[config.mk]
export PLATFORM = sky130hd
export DESIGN_NAME = uie_top
export DESIGN_NICKNAME = d
export VERILOG_FILES = /design/src/hw/uie_pkg.sv /design/src/hw/uie_src_if.sv /design/src/hw/uie_top.sv /design/src/hw/uie_eval.sv
export SDC_FILE = /design/constraint.sdc
export NUM_CORES = 1
export LEC_CHECK = 0
export BUFFER_PORTS_ARGS = -buffer_cell sky130_fd_sc_hd__buf_2
export CORE_MARGIN = 2
export CORE_UTILIZATION = 40
export CTS_CLUSTER_SIZE = 10
export DETAILED_ROUTE_END_ITERATION = 12
export GPL_TIMING_DRIVEN = 0
export PLACE_DENSITY = 0.77
export SETUP_SLACK_MARGIN = 0.4
export SYNTH_ARGS = -nofsm -noshare
export SYNTH_HDL_FRONTEND = slang
export SYNTH_SLANG_ARGS = --single-unit
[constraint.sdc]
create_clock -name clk -period 3.4 [get_ports clk]
set_clock_uncertainty 0.05 [all_clocks]
set_input_delay 0.34 -clock clk [delete_from_list [all_inputs] [get_ports clk]]
set_output_delay 0.34 -clock clk [all_outputs]
set_load 0.01 [all_outputs]
[src/hw/uie_pkg.sv]
// What this block does
// - Modem status enable on: any modem change bit raises the interrupt.
// - Line status enable on: any receive error bit four..one raises interrupt.
// - Transmit enable on: interrupt on holding empty, or FIFO empty in FIFO mode.
// - Enabled transmit-empty interrupt reports as identification level three.
// - Non-FIFO, receive enable on: interrupt while holding register has data.
// - FIFO mode, receive enable on: interrupt while count at or above trigger.
// - Enabled receive-ready interrupt reports as identification level two.
// - Upper four enable bits ignore writes and read zero.
// - Identification receive status follows trigger reach, clears with the interrupt.
// - Data ready bit sets on character entry, clears when receive FIFO empties.
// - Transmit empty interrupt clears on identification read or while transmit FIFO is not empty.
// - FIFO mode with enables clear: no interrupts, host polls line status.
// - Data ready stays one while any byte remains in the receive FIFO.
// - Line status bits four..one show receive error kind or break.
// - Bit five shows transmit FIFO empty; bit six FIFO and shifter empty.
// - Bit seven shows any data error among characters in receive FIFO.
// - Enabled conditions of all four sources appear on interrupt request pin.
// - FIFO enable bit zero at one selects FIFO mode, at zero selects single-character.
// - Top two FIFO control bits choose the receive trigger level.
package uie_pkg;
    // ==========================================
    // Register byte offsets
    localparam logic [3:0] UIE_OFS_MASK = 4'h0;
    localparam logic [3:0] UIE_OFS_FIFO_CTRL = 4'h4;
    localparam logic [3:0] UIE_OFS_IDENT = 4'h8;
    localparam logic [3:0] UIE_OFS_LINE = 4'hC;
    localparam logic [1:0] UIE_OFS_MODEM_HI = 2'h1;
    // ==========================================
    // Reset values
    localparam logic [3:0] UIE_MASK_RST = 4'h0;
    localparam logic [7:0] UIE_FCR_RST = 8'h00;
    // ==========================================
    // Field positions
    localparam int UIE_IE_RX = 0;
    localparam int UIE_IE_TX = 1;
    localparam int UIE_IE_LINE = 2;
    localparam int UIE_IE_MODEM = 3;
    localparam int UIE_FCR_EN = 0;
    localparam int UIE_FCR_TRIG_LO = 6;
    // ==========================================
    // Identification codes, bit 0 is "none pending"
    localparam logic [3:0] UIE_ID_NONE = 4'h1;
    localparam logic [3:0] UIE_ID_LINE = 4'h6;
    localparam logic [3:0] UIE_ID_RX = 4'h4;
    localparam logic [3:0] UIE_ID_TX = 4'h2;
    localparam logic [3:0] UIE_ID_MODEM = 4'h0;
    // Receive trigger levels selected by the two top control bits
    localparam logic [4:0] UIE_TRIG_L0 = 5'h01;
    localparam logic [4:0] UIE_TRIG_L1 = 5'h04;
    localparam logic [4:0] UIE_TRIG_L2 = 5'h08;
    localparam logic [4:0] UIE_TRIG_L3 = 5'h0E;
    // Bus answer states
    typedef enum logic [1:0] {UIE_IDLE = 2'b00, UIE_ACK = 2'b01} uie_bus_t;
endpackage

[src/hw/uie_src_if.sv]
`timescale 1ns/100ps
// Source conditions passed between the evaluator and the top
interface uie_src_if;
    logic [3:0] enables;
    logic fifo_mode;
    logic [4:0] trig_level;
    logic [4:0] rx_count;
    logic rx_hold_full;
    logic [3:0] modem_change;
    logic [3:0] line_err;
    logic tx_empty_evt;
    logic tx_clear;
    logic [3:0] ident;
    logic irq_any;
    modport eval (input enables, fifo_mode, trig_level, rx_count, rx_hold_full,
        modem_change, line_err, tx_empty_evt, tx_clear, output ident, irq_any);
    modport top (output enables, fifo_mode, trig_level, rx_count, rx_hold_full,
        modem_change, line_err, tx_empty_evt, tx_clear, input ident, irq_any);
endinterface

[src/hw/uie_top.sv]
// The Avalon-MM register port and the address map are this design's own decisions.
`timescale 1ns/100ps
// Interrupt enable, identification and polled line status for one channel
module uie_top
(
    // Clock and reset
    input wire logic clk,
    input wire logic rst,
    // Avalon-MM slave
    input wire logic [3:0] avs_address,
    input wire logic avs_read,
    input wire logic avs_write,
    input wire logic [31:0] avs_writedata,
    output logic [31:0] avs_readdata,
    output logic avs_waitrequest,
    // Receive side status from the data path
    input wire logic [4:0] rx_count,
    input wire logic rx_char_in,
    input wire logic [3:0] rx_err_flags,
    input wire logic rx_fifo_err,
    // Transmit side status from the data path
    input wire logic tx_fifo_empty,
    input wire logic tx_shift_empty,
    // Modem change bits from the modem state register
    input wire logic [3:0] modem_change,
    // Interrupt request pin
    output logic irq_n
);
    typedef struct packed
    {
        uie_pkg::uie_bus_t bus;
        logic [3:0] mask;
        logic [7:0] fifo_control_register;
        logic data_ready;
        logic tx_empty_d;
        logic [31:0] rdata;
        logic irq_n;
        logic wreq;
    } uie_top_st_t;
    uie_top_st_t st_r;
    uie_top_st_t st_nxt;
    uie_src_if src ();
    logic [7:0] line_state;

    // Trigger level decode
    function automatic logic [4:0] uie_trig(input logic [1:0] sel);
        unique case (sel)
            2'b00: uie_trig = uie_pkg::UIE_TRIG_L0;
            2'b01: uie_trig = uie_pkg::UIE_TRIG_L1;
            2'b10: uie_trig = uie_pkg::UIE_TRIG_L2;
            2'b11: uie_trig = uie_pkg::UIE_TRIG_L3;
        endcase
    endfunction

    uie_eval u_eval
    (
        .clk(clk),
        .rst(rst),
        .s(src)
    );

    // ==========================================
    // Source wiring
    always_comb
    begin
        src.enables = st_r.mask;
        src.fifo_mode = st_r.fifo_control_register[uie_pkg::UIE_FCR_EN];
        src.trig_level = uie_trig(st_r.fifo_control_register[7:uie_pkg::UIE_FCR_TRIG_LO]);
        src.rx_count = rx_count;
        src.rx_hold_full = st_r.data_ready;
        src.modem_change = modem_change;
        src.line_err = rx_err_flags;
        src.tx_empty_evt = tx_fifo_empty && !st_r.tx_empty_d;
        src.tx_clear = (st_r.bus == uie_pkg::UIE_IDLE) && ((avs_read
            && avs_address == uie_pkg::UIE_OFS_IDENT) || !tx_fifo_empty);
    end

    // Line state image
    always_comb
    begin
        line_state = {rx_fifo_err, tx_fifo_empty && tx_shift_empty, tx_fifo_empty,
            rx_err_flags, st_r.data_ready};
    end

    // ==========================================
    // Register bus and state update
    always_comb
    begin
        st_nxt = st_r;
        st_nxt.tx_empty_d = tx_fifo_empty;
        // Data ready: entry sets, empty FIFO clears; entry wins
        if (rx_count == 5'h00)
            st_nxt.data_ready = 1'b0;
        if (rx_char_in || rx_count != 5'h00)
            st_nxt.data_ready = 1'b1;
        st_nxt.irq_n = !src.irq_any;
        unique case (st_r.bus)
            uie_pkg::UIE_IDLE:
            begin
                if (avs_write)
                begin
                    st_nxt.bus = uie_pkg::UIE_ACK;
                    if (avs_address == uie_pkg::UIE_OFS_MASK)
                        st_nxt.mask = avs_writedata[3:0];
                    else if (avs_address == uie_pkg::UIE_OFS_FIFO_CTRL)
                        st_nxt.fifo_control_register = {avs_writedata[7:6], 2'b00, avs_writedata[3:0]};
                end
                else if (avs_read)
                begin
                    st_nxt.bus = uie_pkg::UIE_ACK;
                    unique case (avs_address)
                        uie_pkg::UIE_OFS_MASK: st_nxt.rdata = {28'h0000000, st_r.mask};
                        uie_pkg::UIE_OFS_FIFO_CTRL: st_nxt.rdata = {24'h000000, st_r.fifo_control_register};
                        uie_pkg::UIE_OFS_IDENT: st_nxt.rdata = {24'h000000,
                            {2{st_r.fifo_control_register[uie_pkg::UIE_FCR_EN]}}, 2'b00, src.ident};
                        uie_pkg::UIE_OFS_LINE: st_nxt.rdata = {24'h000000, line_state};
                        default: st_nxt.rdata = 32'h00000000;
                    endcase
                end
            end
            uie_pkg::UIE_ACK:
                st_nxt.bus = uie_pkg::UIE_IDLE;
            default:
                st_nxt.bus = uie_pkg::UIE_IDLE;
        endcase
        // Waitrequest kept in its own flop so the pin comes straight from a register
        st_nxt.wreq = (st_nxt.bus != uie_pkg::UIE_ACK);
    end

    always_ff @(posedge clk or posedge rst)
    begin
        if (rst)
        begin
            st_r <= '0;
            st_r.mask <= uie_pkg::UIE_MASK_RST;
            st_r.fifo_control_register <= uie_pkg::UIE_FCR_RST;
            st_r.tx_empty_d <= 1'b1;
            st_r.irq_n <= 1'b1;
            st_r.wreq <= 1'b1;
        end
        else
            st_r <= st_nxt;
    end

    // Outputs from flops; waitrequest low only in the answer cycle
    assign avs_readdata = st_r.rdata;
    assign avs_waitrequest = st_r.wreq;
    assign irq_n = st_r.irq_n;
endmodule

[src/hw/uie_eval.sv]
`timescale 1ns/100ps
// Source gating, transmit-empty latch and priority encoding
module uie_eval
(
    // Clock and reset
    input wire logic clk,
    input wire logic rst,
    // Source conditions
    uie_src_if.eval s
);
    typedef struct packed
    {
        logic tx_pend;
    } uie_eval_st_t;
    uie_eval_st_t st_r;
    uie_eval_st_t st_nxt;
    logic rx_hit;
    logic line_hit;
    logic modem_hit;
    logic tx_hit;

    // Transmit empty latch: new empty event wins over a clear
    always_comb
    begin
        st_nxt = st_r;
        if (s.tx_clear)
            st_nxt.tx_pend = 1'b0;
        if (s.tx_empty_evt)
            st_nxt.tx_pend = 1'b1;
    end

    always_ff @(posedge clk or posedge rst)
    begin
        if (rst)
            st_r <= '0;
        else
            st_r <= st_nxt;
    end

    // Enabled source terms
    always_comb
    begin
        rx_hit = s.enables[uie_pkg::UIE_IE_RX] && (s.fifo_mode
            ? (s.rx_count >= s.trig_level)
            : s.rx_hold_full);
        tx_hit = s.enables[uie_pkg::UIE_IE_TX] && st_r.tx_pend;
        line_hit = s.enables[uie_pkg::UIE_IE_LINE] && (|s.line_err);
        modem_hit = s.enables[uie_pkg::UIE_IE_MODEM] && (|s.modem_change);
    end

    // Priority: line, receive, transmit, modem
    always_comb
    begin
        if (line_hit)
            s.ident = uie_pkg::UIE_ID_LINE;
        else if (rx_hit)
            s.ident = uie_pkg::UIE_ID_RX;
        else if (tx_hit)
            s.ident = uie_pkg::UIE_ID_TX;
        else if (modem_hit)
            s.ident = uie_pkg::UIE_ID_MODEM;
        else
            s.ident = uie_pkg::UIE_ID_NONE;
        s.irq_any = rx_hit | tx_hit | line_hit | modem_hit;
    end
endmodule

== Word level (Yosys, flattened, before mapping) ==
Cells that the tools add are included.
Word-level totals
  bits in registers: 49
  bits of input ports: 57
  output and inout bits: 34
  word-level logic and storage cells: 61
Cells by class
  order comparisons: 1
  eq/ne operators: 7
  multiplexer cells: 14
  bitwise logic cells: 5
  reduce and logical (&&, ||, !) cells: 25
Operator list (number)
  $pmux 8 s4: 1
  $pmux 5 s4: 1
  $mux 4: 3
  $eq 4x4->1 const B: 2
  $logic_and 1x1->1: 8
  $reduce_or 4->1: 2
  $mux 1: 6
  $mux 2: 3
  $reduce_and 3->1: 2
  $ge 5x5->1: 1
  $logic_not 5->1: 1
  $reduce_bool 5->1: 1
  $eq 2x2->1 const B: 2
  $eq 4x3->1 const B: 1
  $logic_not 2->1: 2
  $logic_not 4->1: 1
  $reduce_and 4->1: 1
  $reduce_bool 2->1: 2
  $logic_not 1->1: 3
  $or 1x1->1: 3
  $eq 2x1->1 const B: 1
  $logic_or 1x1->1: 2
  $ne 2x1->1 const B: 1
  $not 1->1: 2

== Logic depth before layout (Yosys ltp) ==
  depth in word-level cells: 9
  depth in mapped cells: 6

== Cells and area by module ==
Synthesis repeated with hierarchy kept, for this count alone.
Second synthesis, totals
  cell total of the unflattened synthesis: 150
  area, all modules: 1595.3 um2
By module, submodules not included
  uie_top: instances 1, cells an instance 114, area an instance 1343.8 um2
  uie_eval: instances 1, cells an instance 36, area an instance 251.5 um2

== Least setup slack after synthesis ==
No wires, ideal clock.
  path type: register -> register
  start point: register st_r[42] in the netlist's numbering
  end point: register st_r, in the netlist avs_readdata[1]
  library setup time: 94 ps
  arrival: 1337 ps
  setup slack: 1919 ps
  cell stages (with the launch flop): 7
  path buffers: 0
  cells stage by stage: dfrtp_1 > inv_1 > ha_1 > a21o_1 > a31oi_1 > o2111ai_1 > a211oi_1
Between the ends
  cells in the longest elaborated chain, start to end: 8
  elaborated cells between the ends (all ways): 11
  those cells by class: 1 x order compare; 3 x eq/ne; 5 x mux; 2 x reduce/logical
Ends and longest elaborated chain
  start: declaration: RTL line uie_top.sv:40  | uie_top_st_t st_r;
  start signal: assignment: RTL line uie_top.sv:142  | st_r <= st_nxt;
  $eq 2x2->1, or another cell as far along: RTL line uie_top.sv:47  | unique case (sel)
  $pmux 5 s4 *: RTL line uie_top.sv:47
  $ge 5x5->1 *: RTL line uie_eval.sv:44  | ? (s.rx_count >= s.trig_level)
  $mux 1 *: RTL line uie_eval.sv:44
  $logic_and 1x1->1 *: RTL line uie_eval.sv:43  | rx_hit = s.enables[uie_pkg::UIE_IE_RX] && (s.fifo_mode
  $mux 4 *: RTL line uie_eval.sv:56  | else if (rx_hit)
  $mux 4 *: RTL line uie_eval.sv:54  | if (line_hit)
  $pmux 8 s4 *: RTL line uie_top.sv:111  | unique case (avs_address)
Every way passes the cells marked *; elsewhere a longest branch is shown, timed or not. The select of a mux whose other input is x is not followed.
A chain may end at the register's enable or synchronous reset.

== Worst setup path after layout ==
Same ends and word-level chain as after synthesis.

==> reports/qor.yml <==
sta:
  rsz0062_at_grt: "no"
  setup_viol: 0
  slew_viol_final: 0
  relSlewSlack: 0.372
  hold_viol: 0
  hold_ws_ns: 0.153
  tns_ns: 0
  fin_crit_sh: 0.497
  fmax_mhz: 592
  tightest_slew_ns: 0.942
  min_period_ns: 1.69
synthesis:
  ys_seq_area_frac: 0.404
  syn_inst: 152
  synth_area_leaders: "dfrtp_1 (35%), buf_4 (16%), mux2_2 (9.4%), dfstp_2 (5.1%), o21ai_0 (3.5%)"
  avgSynthCellArea_um2: 10.2
  synth_cell_types: 35
  yosysTopAreaCell: "dfrtp_1"
  ys_warn_count: 0
  ys_ff_latch: 25
  synthDominantCellAreaShare: 0.353
  synth.cell_area_mm2: 0.00156
place:
  hpwl_um: 2470
  gp_congestion: 0.862
  portBuffers: 40
  placed_area_mm2: 0.00191
clocking:
  postCtsSetupBuffers: 0
  insertion_delay_ns: 0.27
  cts_tree: "done"
  cts_made_buffers: 3
  clockBufferDepth: 2
  cts_resized: 0
  htreeDepth: 1
  cts-root-buf: "clkbuf_8"
  cts.clk_slew.worst_paths_ns: 0.09
  cts_hold_buf: 0
  cts_sinks: 25
critical_path:
  worst-endpoint-required_ns: 3.53
  r2r_slack_ns: 1.71
  timing.critical_path.fanout_max: 4
  cp-start-kind: "flop"
  endpoint_kind: "flop"
  critPathKind: "flop to flop"
  crit_arrival_ns: 1.82
die:
  ios: 91
  placementRows: 22
  die_w_um: 66.4
  initial_utilization: 0.419
  fp.dieArea_mm2: 0.00441
  core-area_mm2: 0.00372
  die_y_um: 66.4
layout:
  stdcell_area_mm2: 0.00195
  diodes: 0
  fill_cells: 382
  drive_above_1_share: 0.441
  final_nets: 282
  area_growth_pct: 25.5
  post-route-util: 0.526
drt:
  drt-met1-wl_um: 1340
  dr_total_vias: 1201
  viasPerCell: 4.48
  initialDrtViolationCount: 15
  ant_nets: 0
  route.top_layer_used: "met4"
  drc: 0
  finalWirelength_um: 3010
  wl_met2_um: 1460
  met3WireLength_um: 177
  dr.pass1.iters: 4
  avgRoutedWirePerCell_um: 11.2
global_routing:
  grt-ovfl-total: 0
  track_usage: 0.147
  grt_max_degree: 26
  grt_pass1_wl_um: 5040
  grt_pass1_vias: 1164
  antenna_found_initial: 0
pwr:
  power_density_mw_per_mm2: 384
  p_clk_frac: 0.234
  power_frac_seq: 0.489
  p_comb_frac: 0.276
  peakVddDrop_v: 0.000228
  internal_power_uw: 532
  netSwitchingFraction: 0.292
  switching_power_uw: 219
  power_leakage_uw: 0.00103
hold_path:
  hold_path.class: "input pin to flop"
flow_run:
  drv_cap: 0
run_status:
  status: "completed"
[sequential cells by signal (all words and copies together) (netlist names)]
signal,cells
avs_readdata,8
st_r,8
src.enables,4
avs_waitrequest,1
irq_n,1
src.fifo_mode,1
src.rx_hold_full,1
u_eval.st_r,1
[power groups by stage]
stage | registers, uW | clock network (uW) | logic, uW
after floorplan | 369 | 0 | 147
final | 368 | 176 | 208
after CTS | 368 | 178 | 209
after detailed placement | 374 | 0 | 209
after global routing | 375 | 187 | 233
after global placement | 373 | 0 | 202
[kinds of logic (layout without fill, tap and decap cells)]
family,Yosys count,count (layout),share of synthesized area
adders and majority gates,4,4,0.0321
and+or+nand+nor,36,36,0.141
other,1,25,0.00241
buffers and inverters,40,84,0.181
DFF,25,25,0.404
muxes,16,16,0.113
AOI/OAI and AO/OA,30,30,0.126
[cell usage after synthesis (all sizes together)]
master   count
a2bb2oi      1
o211a        1
conb         1
a31oi        1
dfrtp       22
nor4b        2
mux2        13
nand3        2
nand2b       3
o2111ai      1
nor2         7
a21o         1
buf         34
inv          6
and2b        1
o21ai       11
and3         1
nor4         1
nand2       13
o41ai        2
a221oi       1
o21a         1
a22oi        2
dfstp        3
mux2i        3
a21oi        4
nand4        4
nand3b       1
a211oi       2
o2bb2ai      1
ha           4
and3b        1
o31ai        1
[per-layer routing]
layer  GRT usage  up-vias
li1            -      615
met1       0.188      541
met2       0.249       40
met3      0.0239        5
met4      0.0561        0
met5           0        -
[path summary, 6_finish.rpt]
kind / start / to / depth (start not counted)
setup / recovery: st_r[42] / avs_readdata[1] / 6
hold / removal: tx_fifo_empty / st_r[34] / 1
setup reg to reg: st_r[42] / avs_readdata[1] / 6
hold reg to reg: avs_readdata[4] / avs_readdata[4] / 2
max in group asynchronous: rst / src.rx_hold_full / 2
min in group asynchronous: rst / src.enables[1] / 2
[through the flow]
stage / setup WS, ns / cells / total power [uW]
finish: 1.71 / 268 / 751
CTS: 1.72 / 268 / 755
global route: 1.60 / 268 / 795
global placement: 1.74 / 264 / 576
floorplan: 1.92 / 176 / 516
detailed placement: 1.72 / 264 / 582
[layout make-up]
type / count / area (um2) / share of cell area
plain buffers: 34 / 259 / 0.133
clock buffers: 3 / 41.3 / 0.0211
clock inverters: 1 / 5.00 / 0.00256
inverters: 6 / 22.5 / 0.0115
multi-input cells: 111 / 737 / 0.377
flip-flops and latches: 25 / 629 / 0.322
well taps: 48 / 60.1 / 0.0307
repair buffers: 40 / 200 / 0.102
[critical path: stages, from the launching register on]
cell       delay, ns
dfrtp_1         0.40
inv_1           0.07
ha_1            0.29
a21o_1          0.18
a31oi_1         0.23
o2111ai_1       0.16
a211oi_1        0.22
[layout by cell type (no fill, tap or decap)]
| cell type | instances |
|---|---|
| nand3_1 | 2 |
| and2b_1 | 1 |
| o31ai_1 | 1 |
| o41ai_1 | 2 |
| mux2_2 | 13 |
| nand4_1 | 4 |
| nor4_1 | 1 |
| o211a_1 | 1 |
| a21oi_1 | 4 |
| buf_6 | 1 |
| dfstp_2 | 3 |
| dfrtp_1 | 22 |
| ha_1 | 4 |
| nand3b_1 | 1 |
| o2bb2ai_1 | 1 |
| a31oi_1 | 1 |
| nand2_1 | 13 |
| nor4b_4 | 2 |
| o2111ai_1 | 1 |
| buf_2 | 40 |
| clkbuf_8 | 3 |
| a22oi_1 | 2 |
| o21ai_0 | 11 |
| a21o_1 | 1 |
| o21a_1 | 1 |
| mux2i_1 | 3 |
| a2bb2oi_1 | 1 |
| nor2_1 | 6 |
| a221oi_1 | 1 |
| clkinv_2 | 1 |
| and3b_1 | 1 |
| conb_1 | 25 |
| nor2_4 | 1 |
| nand2b_1 | 3 |
| inv_1 | 6 |
| buf_4 | 33 |
| a211oi_1 | 2 |
| and3_1 | 1 |
(Power assumes the default switching activity.)
